File: config.mk
export PLATFORM = sky130hd
export DESIGN_NAME = hcpr_top
export DESIGN_NICKNAME = d
export VERILOG_FILES = /design/src/hw/hcpr_pkg.sv /design/src/hw/hcpr_top.sv
export SDC_FILE = /design/constraint.sdc
export NUM_CORES = 1
export LEC_CHECK = 0
export ABC_AREA = 1
export BUFFER_PORTS_ARGS = -buffer_cell sky130_fd_sc_hd__buf_4
export CAP_MARGIN = 20
export CORE_ASPECT_RATIO = 2
export CORE_MARGIN = 10
export CORE_UTILIZATION = 45
export CTS_CLUSTER_DIAMETER = 50
export DETAILED_ROUTE_END_ITERATION = 6
export PLACE_DENSITY_LB_ADDON = 0.12
export SYNTH_ARGS = -nofsm -noshare
export SYNTH_HDL_FRONTEND = slang
export SYNTH_SLANG_ARGS = --single-unit
File: constraint.sdc
create_clock -name clk_i -period 8.3 [get_ports clk_i]
set_clock_uncertainty 0.05 [all_clocks]
set_input_delay 0.415 -clock clk_i [delete_from_list [all_inputs] [get_ports clk_i]]
set_output_delay 0.415 -clock clk_i [all_outputs]
set_load 0.01 [all_outputs]
File: src/hw/hcpr_pkg.sv
`default_nettype none

package hcpr_pkg;

  // Mailbox byte addresses on the register port
  localparam logic [7:0] ADDR_OPCODE   = 8'h00;
  localparam logic [7:0] ADDR_PAY_OUT0 = 8'h01;
  localparam logic [7:0] ADDR_PAY_OUTN = 8'h07;
  localparam logic [7:0] ADDR_RESP_OP  = 8'h08;
  localparam logic [7:0] ADDR_RESP_PAY = 8'h09;
  localparam logic [7:0] ADDR_RESP_END = 8'h0D;
  localparam logic [7:0] ADDR_STATUS   = 8'h0E;
  localparam logic [7:0] ADDR_DIRECT   = 8'h0F;

  // Command opcodes
  localparam logic [7:0] OP_PIN_CFG_WR  = 8'h01;
  localparam logic [7:0] OP_PIN_CFG_RD  = 8'h02;
  localparam logic [7:0] OP_PIN_LVL_WR  = 8'h03;
  localparam logic [7:0] OP_PIN_LVL_RD  = 8'h04;
  localparam logic [7:0] OP_RAIL_WR     = 8'h06;
  localparam logic [7:0] OP_RAIL_RD     = 8'h07;
  localparam logic [7:0] OP_ILIM_WR     = 8'h10;
  localparam logic [7:0] OP_ILIM_RD     = 8'h11;
  localparam logic [7:0] OP_THERM_WR    = 8'h12;
  localparam logic [7:0] OP_UNKNOWN_RSP = 8'hFF;

  // Pin configuration byte fields
  localparam int PCFG_SRC = 4;
  localparam int PCFG_OD  = 3;
  localparam int PCFG_DIR = 2;
  localparam int PCFG_RES = 1;
  localparam int PCFG_PUP = 0;

  // Rail bit positions in a pin-enable byte
  localparam int RAIL_SAFE_OUT = 6;
  localparam int NUM_PINS      = 5;
  localparam int NUM_RAILS     = 8;

  // Rail gating codes
  localparam logic [2:0] SEQ_PIN_CTRL = 3'h7;
  localparam logic [1:0] SRC_PIN_REGS = 2'h2;

  // Charger input limit byte fields and defaults
  localparam int          ILIM_BLANK_LSB = 3;
  localparam logic [2:0]  ILIM_SEL_RST   = 3'h0;
  localparam logic [1:0]  ILIM_BLANK_RST = 2'h0;
  localparam logic [1:0]  THERM_RST      = 2'h0;

  // Reset values
  localparam logic [4:0]  PIN_VEC_RST  = 5'h00;
  localparam logic [7:0]  BYTE_RST     = 8'h00;
  localparam logic [7:0]  STATUS_BUSY  = 8'h01;

  typedef enum logic {
    ST_IDLE,
    ST_EXEC
  } hcpr_state_t;

endpackage : hcpr_pkg

`default_nettype wire

File: src/hw/hcpr_top.sv
// Summary of operation
// - Output pin level comes from command value at source 0, direct register at 1.
// - Output pin drive type 0 is push-pull, 1 is open drain.
// - Direction 1 makes output, 0 high-impedance input; source and drive only for outputs.
// - Resistor-presence bit only for inputs; 1 connects a resistor, 0 none.
// - With resistor, pull-select 0 pulls down, 1 pulls up; ignored without resistor.
// - Opcode 0x02 returns five pin configuration bytes, pin 0 first, write layout.
// - Opcode 0x03 byte bits 4..0 set output levels of pins 4..0.
// - Opcode 0x04 returns commanded levels then sensed pin status, bits 4..0.
// - Opcode 0x06 writes one rail-enable byte per pin, fixed rail bit order.
// - Rail pin enable acts only with sequence 111 and source 10, safe output excepted; pin high enables.
// - Safe output needs only source 10; on while charger present and pin high.
// - Pin enables reset to 1 where sequence 111 and source 10, else 0.
// - Opcode 0x07 returns the five rail-enable bytes as written.
// - Opcode 0x10 byte: blanking in bits 4:3, input limit select in 2:0.
// - Charger insertion returns input limit select and blanking to defaults; thermal retry timer keeps its value.
// - Opcode 0x11 returns the input limit byte in the 0x10 layout.
// - Opcode 0x12 byte carries the two-bit thermal retry timer.
`timescale 1ns/1ps
`default_nettype none

module hcpr_top (
  input  wire logic        clk_i,
  input  wire logic        rst_i,
  input  wire logic [7:0]  addr_i,
  input  wire logic [7:0]  wr_data_i,
  input  wire logic        wr_i,
  input  wire logic        rd_i,
  output logic      [7:0]  rd_data_o,
  input  wire logic [4:0]  multipurpose_pin_i,
  output logic      [4:0]  multipurpose_pin_o,
  output logic      [4:0]  multipurpose_pin_oe_o,
  output logic      [4:0]  pin_pull_up_o,
  output logic      [4:0]  pin_pull_down_o,
  input  wire logic [23:0] rail_sequence_setting_i,
  input  wire logic [15:0] rail_enable_source_i,
  input  wire logic        charger_input_valid_i,
  output logic      [7:0]  rail_on_o,
  output logic      [2:0]  input_limit_select_o,
  output logic      [1:0]  input_limit_blanking_o,
  output logic      [1:0]  thermal_retry_timer_o
);

  ////////////////////////////////////////////////////////////////////////////
  hcpr_pkg::hcpr_state_t state;
  logic [7:0] cmd_op;
  logic [7:0] pay_out  [0:6];
  logic [7:0] resp_pay [0:4];
  logic [7:0] resp_op;
  logic [7:0] pin_en   [0:4];
  logic [4:0] dir_vec, od_vec, src_vec, res_vec, pup_vec;
  logic [4:0] pin_level;
  logic [4:0] direct_level;
  logic       boot_loaded;
  logic       chg_prev;
  logic       chg_insert;
  logic       op_wr;
  logic [7:0] gate;
  logic [4:0] next_out, next_oe;
  logic [7:0] next_rail;

  // Strict gate: pin sequence and pin-register source
  function automatic logic [7:0] rail_strict(input logic [23:0] seq, input logic [15:0] src);
    logic [7:0] m;
    m = 8'h00;
    for (int i = 0; i < hcpr_pkg::NUM_RAILS; i++) begin
      m[i] = (seq[3*i +: 3] == hcpr_pkg::SEQ_PIN_CTRL) && (src[2*i +: 2] == hcpr_pkg::SRC_PIN_REGS);
    end
    return m;
  endfunction : rail_strict

  function automatic logic [7:0] pin_cfg_byte(input logic [2:0] p, input logic [4:0] s, input logic [4:0] o,
                                              input logic [4:0] d, input logic [4:0] r, input logic [4:0] u);
    return {3'h0, s[p], o[p], d[p], r[p], u[p]};
  endfunction : pin_cfg_byte

  function automatic logic op_known(input logic [7:0] op);
    return op inside {hcpr_pkg::OP_PIN_CFG_WR, hcpr_pkg::OP_PIN_CFG_RD, hcpr_pkg::OP_PIN_LVL_WR,
                      hcpr_pkg::OP_PIN_LVL_RD, hcpr_pkg::OP_RAIL_WR, hcpr_pkg::OP_RAIL_RD,
                      hcpr_pkg::OP_ILIM_WR, hcpr_pkg::OP_ILIM_RD, hcpr_pkg::OP_THERM_WR};
  endfunction : op_known

  assign op_wr      = wr_i && (addr_i == hcpr_pkg::ADDR_OPCODE);
  assign chg_insert = charger_input_valid_i && !chg_prev;

  // Safe output skips the sequence check
  always_comb begin
    gate = rail_strict(rail_sequence_setting_i, rail_enable_source_i);
    gate[hcpr_pkg::RAIL_SAFE_OUT] =
      (rail_enable_source_i[2*hcpr_pkg::RAIL_SAFE_OUT +: 2] == hcpr_pkg::SRC_PIN_REGS);
  end

  ////////////////////////////////////////////////////////////////////////////
  // Command sequencer: opcode write starts a one-cycle execution
  always_ff @(posedge clk_i or posedge rst_i) begin
    if (rst_i) begin
      state  <= hcpr_pkg::ST_IDLE;
      cmd_op <= hcpr_pkg::BYTE_RST;
    end else begin
      case (state)
        hcpr_pkg::ST_IDLE: if (op_wr) begin
          state  <= hcpr_pkg::ST_EXEC;
          cmd_op <= wr_data_i;
        end
        hcpr_pkg::ST_EXEC: if (op_wr) begin
          cmd_op <= wr_data_i;
        end else begin
          state <= hcpr_pkg::ST_IDLE;
        end
        default: state <= hcpr_pkg::ST_IDLE;
      endcase
    end
  end

  always_ff @(posedge clk_i or posedge rst_i) begin
    if (rst_i) begin
      for (int i = 0; i < 7; i++) pay_out[i] <= hcpr_pkg::BYTE_RST;
      direct_level <= hcpr_pkg::PIN_VEC_RST;
    end else if (wr_i) begin
      if (addr_i >= hcpr_pkg::ADDR_PAY_OUT0 && addr_i <= hcpr_pkg::ADDR_PAY_OUTN) begin
        pay_out[3'(addr_i - hcpr_pkg::ADDR_PAY_OUT0)] <= wr_data_i;
      end
      if (addr_i == hcpr_pkg::ADDR_DIRECT) begin
        direct_level <= wr_data_i[4:0];
      end
    end
  end

  ////////////////////////////////////////////////////////////////////////////
  // Pin settings and levels
  always_ff @(posedge clk_i or posedge rst_i) begin
    if (rst_i) begin
      {dir_vec, od_vec, src_vec, res_vec, pup_vec} <= {5{hcpr_pkg::PIN_VEC_RST}};
      pin_level <= hcpr_pkg::PIN_VEC_RST;
    end else if (state == hcpr_pkg::ST_EXEC) begin
      if (cmd_op == hcpr_pkg::OP_PIN_CFG_WR) begin
        for (int p = 0; p < hcpr_pkg::NUM_PINS; p++) begin
          src_vec[p] <= pay_out[p][hcpr_pkg::PCFG_SRC];
          od_vec[p]  <= pay_out[p][hcpr_pkg::PCFG_OD];
          dir_vec[p] <= pay_out[p][hcpr_pkg::PCFG_DIR];
          res_vec[p] <= pay_out[p][hcpr_pkg::PCFG_RES];
          pup_vec[p] <= pay_out[p][hcpr_pkg::PCFG_PUP];
        end
      end
      if (cmd_op == hcpr_pkg::OP_PIN_LVL_WR) begin
        pin_level <= pay_out[0][4:0];
      end
    end
  end

  // Rail pin enables: defaults need the strap inputs, so load after reset release
  always_ff @(posedge clk_i or posedge rst_i) begin
    if (rst_i) begin
      for (int p = 0; p < 5; p++) pin_en[p] <= hcpr_pkg::BYTE_RST;
      boot_loaded <= 1'b0;
    end else if (!boot_loaded) begin
      boot_loaded <= 1'b1;
      for (int p = 0; p < 5; p++) pin_en[p] <= rail_strict(rail_sequence_setting_i, rail_enable_source_i);
    end else if (state == hcpr_pkg::ST_EXEC && cmd_op == hcpr_pkg::OP_RAIL_WR) begin
      for (int p = 0; p < 5; p++) pin_en[p] <= pay_out[p];
    end
  end

  // Charger settings; insertion beats a same-cycle write
  always_ff @(posedge clk_i or posedge rst_i) begin
    if (rst_i) begin
      chg_prev               <= 1'b0;
      input_limit_select_o   <= hcpr_pkg::ILIM_SEL_RST;
      input_limit_blanking_o <= hcpr_pkg::ILIM_BLANK_RST;
      thermal_retry_timer_o  <= hcpr_pkg::THERM_RST;
    end else begin
      chg_prev <= charger_input_valid_i;
      if (chg_insert) begin
        input_limit_select_o   <= hcpr_pkg::ILIM_SEL_RST;
        input_limit_blanking_o <= hcpr_pkg::ILIM_BLANK_RST;
      end else if (state == hcpr_pkg::ST_EXEC && cmd_op == hcpr_pkg::OP_ILIM_WR) begin
        input_limit_select_o   <= pay_out[0][2:0];
        input_limit_blanking_o <= pay_out[0][hcpr_pkg::ILIM_BLANK_LSB +: 2];
      end
      if (state == hcpr_pkg::ST_EXEC && cmd_op == hcpr_pkg::OP_THERM_WR) begin
        thermal_retry_timer_o <= pay_out[0][1:0];
      end
    end
  end

  ////////////////////////////////////////////////////////////////////////////
  // Response mailbox; zero opcode byte means not yet done
  always_ff @(posedge clk_i or posedge rst_i) begin
    if (rst_i) begin
      resp_op <= hcpr_pkg::BYTE_RST;
      for (int i = 0; i < 5; i++) resp_pay[i] <= hcpr_pkg::BYTE_RST;
    end else if (op_wr) begin
      resp_op <= hcpr_pkg::BYTE_RST;
    end else if (state == hcpr_pkg::ST_EXEC) begin
      resp_op <= op_known(cmd_op) ? cmd_op : hcpr_pkg::OP_UNKNOWN_RSP;
      case (cmd_op)
        hcpr_pkg::OP_PIN_CFG_RD: for (int p = 0; p < 5; p++) begin
          resp_pay[p] <= pin_cfg_byte(3'(p), src_vec, od_vec, dir_vec, res_vec, pup_vec);
        end
        hcpr_pkg::OP_PIN_LVL_RD: begin
          resp_pay[0] <= {3'h0, pin_level};
          resp_pay[1] <= {3'h0, multipurpose_pin_i};
        end
        hcpr_pkg::OP_RAIL_RD: for (int p = 0; p < 5; p++) resp_pay[p] <= pin_en[p];
        hcpr_pkg::OP_ILIM_RD: resp_pay[0] <= {3'h0, input_limit_blanking_o, input_limit_select_o};
        default: ;
      endcase
    end
  end

  always_ff @(posedge clk_i or posedge rst_i) begin
    if (rst_i) begin
      rd_data_o <= hcpr_pkg::BYTE_RST;
    end else if (rd_i) begin
      if (addr_i == hcpr_pkg::ADDR_RESP_OP) rd_data_o <= resp_op;
      else if (addr_i >= hcpr_pkg::ADDR_RESP_PAY && addr_i <= hcpr_pkg::ADDR_RESP_END)
        rd_data_o <= resp_pay[3'(addr_i - hcpr_pkg::ADDR_RESP_PAY)];
      else if (addr_i == hcpr_pkg::ADDR_STATUS)
        rd_data_o <= (state == hcpr_pkg::ST_EXEC) ? hcpr_pkg::STATUS_BUSY : hcpr_pkg::BYTE_RST;
      else if (addr_i == hcpr_pkg::ADDR_DIRECT) rd_data_o <= {3'h0, direct_level};
      else rd_data_o <= hcpr_pkg::BYTE_RST;
    end else begin
      rd_data_o <= hcpr_pkg::BYTE_RST;
    end
  end

  ////////////////////////////////////////////////////////////////////////////
  // Pin drivers; open drain releases the pin for a high level
  always_comb begin
    for (int p = 0; p < hcpr_pkg::NUM_PINS; p++) begin
      next_out[p] = 1'b0;
      next_oe[p]  = 1'b0;
      if (dir_vec[p]) begin
        if (od_vec[p]) begin
          next_oe[p] = !(src_vec[p] ? direct_level[p] : pin_level[p]);
        end else begin
          next_out[p] = src_vec[p] ? direct_level[p] : pin_level[p];
          next_oe[p]  = 1'b1;
        end
      end
    end
  end

  always_comb begin
    next_rail = 8'h00;
    for (int p = 0; p < hcpr_pkg::NUM_PINS; p++) begin
      next_rail = next_rail | (pin_en[p] & {8{multipurpose_pin_i[p]}});
    end
    next_rail = next_rail & gate;
    next_rail[hcpr_pkg::RAIL_SAFE_OUT] = next_rail[hcpr_pkg::RAIL_SAFE_OUT] & charger_input_valid_i;
  end

  always_ff @(posedge clk_i or posedge rst_i) begin
    if (rst_i) begin
      multipurpose_pin_o    <= hcpr_pkg::PIN_VEC_RST;
      multipurpose_pin_oe_o <= hcpr_pkg::PIN_VEC_RST;
      pin_pull_up_o         <= hcpr_pkg::PIN_VEC_RST;
      pin_pull_down_o       <= hcpr_pkg::PIN_VEC_RST;
      rail_on_o             <= hcpr_pkg::BYTE_RST;
    end else begin
      multipurpose_pin_o    <= next_out;
      multipurpose_pin_oe_o <= next_oe;
      pin_pull_up_o         <= ~dir_vec & res_vec & pup_vec;
      pin_pull_down_o       <= ~dir_vec & res_vec & ~pup_vec;
      rail_on_o             <= next_rail;
    end
  end

  ////////////////////////////////////////////////////////////////////////////
  input_hiz_a: assert property (@(posedge clk_i) disable iff (rst_i)
    ##1 (multipurpose_pin_oe_o & ~$past(dir_vec)) == 5'h00) else $error("input pin driven");
  out_source_a: assert property (@(posedge clk_i) disable iff (rst_i)
    ##1 ((multipurpose_pin_o ^ ((($past(src_vec) & $past(direct_level)) | (~$past(src_vec) & $past(pin_level)))))
         & $past(dir_vec) & ~$past(od_vec)) == 5'h00) else $error("output level wrong source");
  open_drain_a: assert property (@(posedge clk_i) disable iff (rst_i)
    ##1 (multipurpose_pin_o & $past(od_vec)) == 5'h00) else $error("open drain pin driven high");
  pull_gate_a: assert property (@(posedge clk_i) disable iff (rst_i)
    ##1 ((pin_pull_up_o | pin_pull_down_o) & ~($past(res_vec) & ~$past(dir_vec))) == 5'h00)
    else $error("pull without resistor");
  pull_select_a: assert property (@(posedge clk_i) disable iff (rst_i)
    ##1 (pin_pull_up_o & ~$past(pup_vec)) == 5'h00 && (pin_pull_down_o & $past(pup_vec)) == 5'h00)
    else $error("wrong pull direction");
  resp_echo_a: assert property (@(posedge clk_i) disable iff (rst_i)
    op_wr && op_known(wr_data_i) ##1 !op_wr |=> resp_op == $past(wr_data_i, 2)) else $error("response opcode wrong");
  charger_default_a: assert property (@(posedge clk_i) disable iff (rst_i)
    chg_insert |=> input_limit_select_o == hcpr_pkg::ILIM_SEL_RST
                   && input_limit_blanking_o == hcpr_pkg::ILIM_BLANK_RST)
    else $error("charger defaults not restored");
  rail_gate_a: assert property (@(posedge clk_i) disable iff (rst_i)
    ##1 (rail_on_o & ~$past(gate)) == 8'h00) else $error("rail enabled without gate");
  safe_out_a: assert property (@(posedge clk_i) disable iff (rst_i)
    rail_on_o[hcpr_pkg::RAIL_SAFE_OUT] |-> $past(charger_input_valid_i)) else $error("safe output without charger");
  ilim_write_a: assert property (@(posedge clk_i) disable iff (rst_i)
    state == hcpr_pkg::ST_EXEC && cmd_op == hcpr_pkg::OP_ILIM_WR && !chg_insert
    |=> input_limit_select_o == $past(pay_out[0][2:0])) else $error("input limit not written");

  cfg_read_c:  cover property (@(posedge clk_i) state == hcpr_pkg::ST_EXEC && cmd_op == hcpr_pkg::OP_PIN_CFG_RD);
  rail_on_c:   cover property (@(posedge clk_i) rail_on_o != 8'h00);
  insert_wr_c: cover property (@(posedge clk_i) chg_insert && state == hcpr_pkg::ST_EXEC);

endmodule : hcpr_top

`default_nettype wire

==> results of run 1 <==
==> critical path: stages (launching register included) <==
cell and delay (ps):
dfrtp_1 380, inv_1 70, nand2_2 100, nor2_8 190, nand2_2 410, inv_2 500
nor2_4 120, nor2_8 350, nor2_1 80, a21oi_1 140
==> cell families after synthesis <==
logic type      Yosys count  share of synthesized area (%)
simple gates            512                          22.22
fa+ha+maj                 4                         0.4984
other cells               1                        0.03734
compound gates          281                          15.29
mux                       1                        0.09968
buf+inv                 184                          7.787
flops                   217                          54.07
==> final timing paths <==
path                                 endpoint
max                              resp_pay[10]
min                              resp_pay[10]
max reg2reg                      resp_pay[10]
min reg2reg                pin_pull_down_o[0]
max in group asynchronous         resp_pay[7]
min in group clk_i                pay_out[24]
==> cell type report <==
type / count / area (sq um)
tap: 276 / 345.3
clock buffer: 31 / 621.8
sequential: 217 / 5430
clock inverter: 3 / 30.03
inverter: 146 / 565.5
fill: 2100 / 10380
timing repair buffer: 113 / 850.8
multi-input combinational: 799 / 3837
==> power by group through the flow <==
stage	logic (mW)	registers, mW	clock network, mW
floorplan	0.117	1.12	0
global placement	0.187	1.13	0
detailed placement	0.190	1.13	0
CTS	0.191	1.11	0.934
global route	0.213	1.12	0.971
finish	0.189	1.11	0.921
==> layer usage <==
metal  vias up  part of all wire, %
met2       227                   52
met4         0                  4.4
met5         -                    0
met1      3960                   39
met3        55                  4.0
li1       4036                    -
==> metrics by stage <==
| step | power (mW) | worst slack (ps) | hold slack [ps] | instance area [sq um] | utilization, % |
|---|---|---|---|---|---|
| final | 2.223 | 5807 | 18.49 | 11680 | 52.95 |
| after global routing | 2.300 | 5578 | 82.36 | 11680 | 52.95 |
| after CTS | 2.237 | 5835 | 66.40 | 11680 | 52.95 |
| after detailed placement | 1.323 | 5684 | 413.7 | 11020 | 49.95 |
| after global placement | 1.319 | 5746 | 413.8 | 11020 | 49.95 |
| after floorplan | 1.242 | 1899 | 379.4 | 10040 | - |
==> registers in the layout, summed over array words and instances, names as in the netlist, 3 cells and up <==
register               count
cmd_op                     8
dir_vec                    5
direct_level               5
input_limit_select_o       3
multipurpose_pin_o         5
multipurpose_pin_oe_o      5
od_vec                     5
pay_out                   40
pin_en                    40
pin_level                  5
pin_pull_down_o            5
pin_pull_up_o              5
pup_vec                    5
rail_on_o                  8
rd_data_o                  8
res_vec                    5
resp_op                    8
resp_pay                  40
src_vec                    5
==> placed cells by master, fill, tap and decap left out, types with 5 or more instances in the layout <==
master,count
buf_4,112
nand2_1,351
o21a_1,19
nand4_1,6
clkbuf_16,20
dfrtp_1,217
nand3_1,17
nand2_2,7
a21oi_1,24
clkbuf_8,8
nand2_4,5
nor2_1,83
o211ai_1,5
inv_1,138
o22ai_1,10
o221ai_1,7
o21ai_1,8
o21ai_0,196
a31oi_1,9
nor3_1,19
==> flow_summary.ini, run 1 <==
[timing]
min_period_ps = 2493
slew_headroom_pct = 32.08
rsz0062_at_grt = false
setup_tns_ps = 0
fmax_mhz = 401.2
drv_slew = 0
finalHoldViolations = 0
setup_viol = 0
fin_crit_sh_pct = 30.03
worst_pin_slew_ps = 1019

[pwr]
p_comb_share_pct = 8.5
p_sw_mw = 0.5545
p_leak_nw = 5.751
power_frac_seq_pct = 50.1
p_per_area_mw_per_mm2 = 190.3
p_sw_share_pct = 24.94
p_int_mw = 1.669
ir_worst_vdd_mv = 0.1807
clkPwrFrac_pct = 41.4

[placed_design]
gp_congestion = 0.8781
dp_hpwl_um = 22930
post-place-cells = 1550
io_buffers = 108

[setup_path]
reg2reg_setup_slack_ps = 5810
ff2ff_path_depth = 9
crit_arrival_ps = 2870
worstSetupStartpoint = cmd_op[7]
end_kind = register
start_kind = register
r2r_start = cmd_op[7]
crit_fanout = 36
required_ps = 8680
critPathKind = register to register

[yosys]
syn_area_sq_mm = 0.01004
synthCells = 1200
syn_area_per_cell_sq_um = 8.368
synth_seq_area_share_pct = 54.07
synth_cell_type_count = 40
synth_area_leaders = dfrtp_1 54%, nand2_1 13%, o21ai_0 9.8%
synth_common_cells = 351 x nand2_1, 217 x dfrtp_1, 196 x o21ai_0
yosys_warnings = 0
synthesis.nets = 1270
synth_edf_count = 0
synth.most_common_cell = nand2_1
synth_top_area_cell = dfrtp_1
ys_seq_elements = 217
ys.flop_type = dfrtp_1
netlist.area_leader.share_pct = 54.07
ys_async_sr_fraction_pct = 100.0

[clock_tree]
clk_path_buf_depth = 3
cts.sinks = 217
ctsResizeCount = 0
clock-root-buffer = clkbuf_16
clock_latency_ps = 510
post-cts-setup-buffer-count = 0
cts_tree = yes
clkTransAtPathRegs_ps = 70
ctsHoldBuffers = 1
numCtsBuffers = 20
htreeDepth = 1

[routing]
viasPerCell = 5.223
wl_um = 30440
drc_errors = 0
firstDrtPassIters = 5
vias = 8278
ant_nets = 0
wl_per_cell_um = 19.20
drt_iter0_drc = 657

[die]
rows = 77
coreArea_sq_mm = 0.02206
die_h_um = 231.3
die_x_um = 125.6
dieArea_sq_mm = 0.02905
ios = 109
initial_utilization_pct = 45.52

[min_path]
min_path_type = input pin to async pin

[global_route]
grt_usage_pct = 20.65
grt.met2_usage_pct = 37.18
grt_pass1_wl_um = 47290
grt-busiest-layer = met2
first_global_vias = 8392
grt_max_degree = 143
gr-usage-met3_pct = 2.606
use_met1_pct = 23.43
grt-ovfl-total = 0
antenna_found_initial = 0

[finish]
syn_to_final_growth_pct = 16.32
diodes = 0
drive_above_1_share_pct = 14.36
layoutNonFillerInstCount = 1585
final_nets = 1367

[run]
max_cap_viol_count = 0

[outcome]
status = finished clean
No activity file was read; power rests on OpenSTA's default activity.
==> run 2: changes to the inputs <==
==> constraint.sdc (replaced) <==
create_clock -name clk_i -period 2.3 [get_ports clk_i]
set_clock_uncertainty 0.05 [all_clocks]
set_input_delay 0.115 -clock clk_i [delete_from_list [all_inputs] [get_ports clk_i]]
set_output_delay 0.115 -clock clk_i [all_outputs]
set_load 0.01 [all_outputs]
==> run 2 against run 1 <==
Net effect: setup slack got worse by 5500 ps; sequential power grew to 3.6 times the previous value; global-route usage up 0.39 points; worst hold slack is essentially flat; via count grew 1.4%; total power grew to 3.8 times the previous value; die area is the same; core utilization grew 2.4 points; combinational power grew to 3.9 times the previous value; critical endpoint is now rail_on_o[7]; largest power group unchanged; highest routed layer unchanged.
==> flow_summary.ini, run 2 (same netlist as run 1, synthesis figures left out) <==
[die]
dieArea_sq_mm = 0.02905
rows = 77
initial_utilization_pct = 45.52
die_h_um = 231.3
die_x_um = 125.6
ios = 109
coreArea_sq_mm = 0.02206

[finish]
final_nets = 1414
drive_above_1_share_pct = 14.86
final_common_cell = nand2_1
layoutNonFillerInstCount = 1635
syn_to_final_growth_pct = 21.54
largestRegisters = pay_out: 40 flops, pin_en: 40 flops, resp_pay: 40 flops
fin_util_pct = 55.32
layout_common_cells = 351 x nand2_1, 217 x dfrtp_1, 196 x o21ai_0, 138 x inv_1, 122 x buf_4
diodes = 0
final_area_sq_mm = 0.01221

[timing]
drv_slew = 0
setup_tns_ps = 0
fmax_mhz = 511.4
post-route-worst-setup-slack_ps = 344.5
slew_headroom_pct = 62.96
rsz0062_at_grt = false
worst_pin_slew_ps = 552.5
min_period_ps = 1955
finalHoldViolations = 0
whs_ps = 18.47
setup_viol = 0
fin_crit_sh_pct = 85.02

[global_route]
grt-busiest-layer = met2
grt_pass1_wl_um = 48440
first_global_vias = 8482
grt_max_degree = 81
grt-ovfl-total = 0
gr-usage-met3_pct = 2.766
grt.met2_usage_pct = 36.97
antenna_found_initial = 0
use_met1_pct = 24.03
grt_usage_pct = 21.04

[placed_design]
dp_hpwl_um = 23680
gp_congestion = 0.9536
io_buffers = 108
place_area_sq_mm = 0.01113
post-place-cells = 1562
preCtsSetupSlack_ps = 300.2

[setup_path]
crit_fanout = 2
critPathSlowestCell = dlygate4sd3_1
slowest_delay_ps = 610
crit_arrival_ps = 2360
crit_chain = dlygate4sd3_1 -> buf_4 -> nor3_1 -> dlygate4sd3_1 -> o21a_1 -> dlygate4sd3_1
crit_family = buffers and inverters
end_kind = register
path_common_cell = dlygate4sd3_1
critPathBufInv = 4
critPathKind = input pin to register
start_kind = input pin
required_ps = 2710

[clock_tree]
clock_latency_ps = 520
cts_tree = yes
numCtsBuffers = 21
htreeDepth = 1
clkTransAtPathRegs_ps = 70
cts.sinks = 217
post-cts-setup-buffer-count = 0
clock-root-buffer = clkbuf_16
ctsResizeCount = 0
clk_path_buf_depth = 3

[routing]
ant_nets = 0
vias = 8394
viasPerCell = 5.134
wl_um = 30970
firstDrtPassIters = 6
drt_iter0_drc = 740
wl_per_cell_um = 18.94
drc_errors = 0

[pwr]
p_total_mw = 8.436
ir_worst_vdd_mv = 0.5851
p_per_area_mw_per_mm2 = 691.2
p_leak_nw = 6.014

[outcome]
status = finished clean

[run]
max_cap_viol_count = 0

[min_path]
min_path_type = input pin to register
## run 2: cell count changes in the layout (fill, tap and decap cells not counted), sizes merged
cell         delta
buf            +12
bufinv          +3
inv             +1
clkinvlp        +1
clkbuf          -1
dlygate4sd3    +34
## run 2: power breakdown
group          switching, mW  internal (mW)  leakage, nW
clock                   1.51           2.17        0.358
combinational          0.483          0.261         2.83
sequential            0.0772           3.94         2.82
total                   2.07           6.37         6.01
## run 2: path summary, 6_finish.rpt
path / slack, ps / depth (start not counted) / from / endpoint
min in group asynchronous: 600 / 4 / rst_i / resp_pay[3]
max: 340 / 6 / rail_enable_source_i[14] / rail_on_o[7]
min reg2reg: 430 / 2 / resp_pay[31] / resp_pay[31]
max in group asynchronous: 660 / 6 / rst_i / od_vec[0]
max reg2reg: 380 / 11 / cmd_op[4] / resp_pay[34]
min: 20 / 5 / multipurpose_pin_i[2] / resp_pay[26]
## run 2: final cells by class
class,instances,area (sq um)
Clock buffer,30,599.3
Clock inverter,8,125.1
Fill cell,2097,9857
Inverter,146,561.8
Multi-Input combinational cell,799,3837
Sequential cell,217,5430
Tap cell,276,345.3
Timing Repair Buffer,159,1306
## run 2: layer usage
layer / share of wire [%] / up-vias
met5: 0 / -
met4: 5.5 / 0
met3: 4.9 / 63
met2: 52 / 230
met1: 37 / 3965
li1: - / 4136
## run 2: worst register-to-register path: cells and delay by family (launching register included)
kind / cells / cell delay, ps
buffers and inverters: 2 / 370
flip-flops: 1 / 360
AND/OR/NAND/NOR: 9 / 1060
## run 2: timing repair
| item | CTS | global route |
|---|---|---|
| endpoints found under the setup margin | 0 | 0 |
| hold endpoints to repair | 222 | 0 |
| hold buffers | 35 | 0 |
==> run 3: changes to the inputs <==
--- a/config.mk
+++ b/config.mk
@@ -13,7 +13,6 @@
 export CORE_UTILIZATION = 45
 export CTS_CLUSTER_DIAMETER = 50
 export DETAILED_ROUTE_END_ITERATION = 6
-export PLACE_DENSITY_LB_ADDON = 0.12
 export SYNTH_ARGS = -nofsm -noshare
 export SYNTH_HDL_FRONTEND = slang
 export SYNTH_SLANG_ARGS = --single-unit
==> run 3 against run 2 <==
Net effect: largest power group unchanged; sequential cell count is the same; register-to-register slack gained 60 ps; core utilization grew 0.37 points; first-iteration DRC count shrank 16%; routed wire length shrank 0.76%; die area is the same; final area grew 0.67%; final cell count is the same.
==> flow_summary.ini, run 3 (same netlist as run 1, synthesis figures left out) <==
[clock_tree]
clkTransAtPathRegs_ps = 60
ctsHoldBuffers = 34
cts_tree = yes
clk_path_buf_depth = 3
ctsResizeCount = 0
htreeDepth = 1
clock-root-buffer = clkbuf_16
numCtsBuffers = 21
clock_latency_ps = 510
post-cts-setup-buffer-count = 0
cts.sinks = 217

[pwr]
p_per_area_mw_per_mm2 = 683.4
p_int_mw = 6.381
clkPwrFrac_pct = 43.1
ir_worst_vdd_mv = 0.5989
p_comb_share_pct = 9.1
p_sw_share_pct = 24.01
p_leak_nw = 6.047
power_frac_seq_pct = 47.8
p_total_mw = 8.397
p_sw_mw = 2.016

[routing]
vias = 8444
wl_um = 30730
firstDrtPassIters = 5
ant_nets = 0
wl_per_cell_um = 18.79
viasPerCell = 5.165
drc_errors = 0
drt_iter0_drc = 622

[placed_design]
dp_hpwl_um = 23840
gp_congestion = 0.9181
io_buffers = 108

[timing]
fin_crit_sh_pct = 85.54
fmax_mhz = 508.3
min_period_ps = 1967
slew_headroom_pct = 55.43
setup_viol = 0
drv_slew = 0
whs_ps = 48.88
worst_pin_slew_ps = 665.0
rsz0062_at_grt = false
finalHoldViolations = 0

[die]
coreArea_sq_mm = 0.02206
initial_utilization_pct = 45.52
ios = 109
rows = 77
die_x_um = 125.6
dieArea_sq_mm = 0.02905
die_h_um = 231.3

[setup_path]
critPathKind = input pin to register
crit_family = buffers and inverters
crit_path_end = rail_on_o[7]
required_ps = 2690
reg2reg_setup_slack_ps = 440
crit_arrival_ps = 2360
crit_chain = dlygate4sd3_1 -> buf_4 -> nor3_1 -> dlygate4sd3_1 -> o21a_1 -> dlygate4sd3_1
crit_cells = 6
crit_fanout = 2
r2r-end = rail_on_o[6]
ff2ff_path_depth = 5
path_common_cell = dlygate4sd3_1
r2r_start = pin_en[22]
critPathBufInv = 4
start_kind = input pin
critPathSlowestCell = dlygate4sd3_1
slowest_delay_ps = 610
end_kind = register
worstSetupStartpoint = rail_enable_source_i[14]

[finish]
syn_to_final_growth_pct = 22.35
largestRegisters = pay_out: 40 flops, pin_en: 40 flops, resp_pay: 40 flops
layout_common_cells = 351 x nand2_1, 217 x dfrtp_1, 196 x o21ai_0, 138 x inv_1, 123 x buf_4
diodes = 0
drive_above_1_share_pct = 15.16
fin_util_pct = 55.69
final_nets = 1419
final_common_cell = nand2_1

[outcome]
status = finished clean

[global_route]
first_global_vias = 8636
grt_usage_pct = 20.97
grt_pass1_wl_um = 48220
antenna_found_initial = 0
grt-ovfl-total = 0
grt_max_degree = 58

[min_path]
holdPathStages = 5
min_path_type = input pin to register

[run]
max_cap_viol_count = 0
run 3: metal layers:
layer  up-vias  GRT usage, %  part of all wire [%]
met2       197         39.31                    54
met4         0         8.894                   3.8
met3        58         2.355                   3.8
li1       4143             -                     -
met5         -             0                     0
met1      4046         23.13                    38
run 3: power groups by stage:
stage / Combinational, mW / Sequential (mW) / Clock (mW)
finish: 0.765 / 4.02 / 3.62
global route: 0.858 / 4.02 / 3.82
CTS: 0.771 / 4.01 / 3.68
detailed placement: 0.730 / 4.08 / 0
global placement: 0.724 / 4.08 / 0
floorplan: 0.424 / 4.06 / 0
run 3: worst reg2reg max path: cells and delay by family (launching register included):
kind | cells | cell delay, ps
AO/OA/AOI/OAI | 1 | 410
buffers and inverters | 1 | 570
AND/OR/NAND/NOR | 3 | 250
flip-flops | 1 | 460
run 3: worst min path at each step:
stage	start	end	slack (ps)
2_1_floorplan	charger_input_valid_i	chg_prev	100
3_3_place_gp	rst_i	pin_en[2]	140
3_5_place_dp	rst_i	pin_en[2]	140
6_report	rail_sequence_setting_i[17]	pin_en[37]	50
5_1_grt	rail_sequence_setting_i[17]	pin_en[5]	90
4_1_cts	multipurpose_pin_i[2]	resp_pay[26]	40
run 3: final cells by class:
cell class | instances | area, sq um
Clock buffer | 28 | 601.8
Clock inverter | 5 | 106.4
Fill cell | 2068 | 9776
Inverter | 146 | 561.8
Multi-Input combinational cell | 799 | 3837
Sequential cell | 217 | 5430
Tap cell | 276 | 345.3
Timing Repair Buffer | 164 | 1404
run 3: metrics by stage:
step | instances | setup slack (ps) | area, sq um | setup TNS [ps]
global route | 1635 | 259.7 | 12290 | 0
detailed placement | 1568 | 242.1 | 11240 | 0
CTS | 1635 | 282.3 | 12290 | 0
floorplan | 1200 | -691.1 | 10050 | -149970
finish | 1635 | 332.6 | 12290 | 0
global placement | 1568 | 330.5 | 11240 | 0
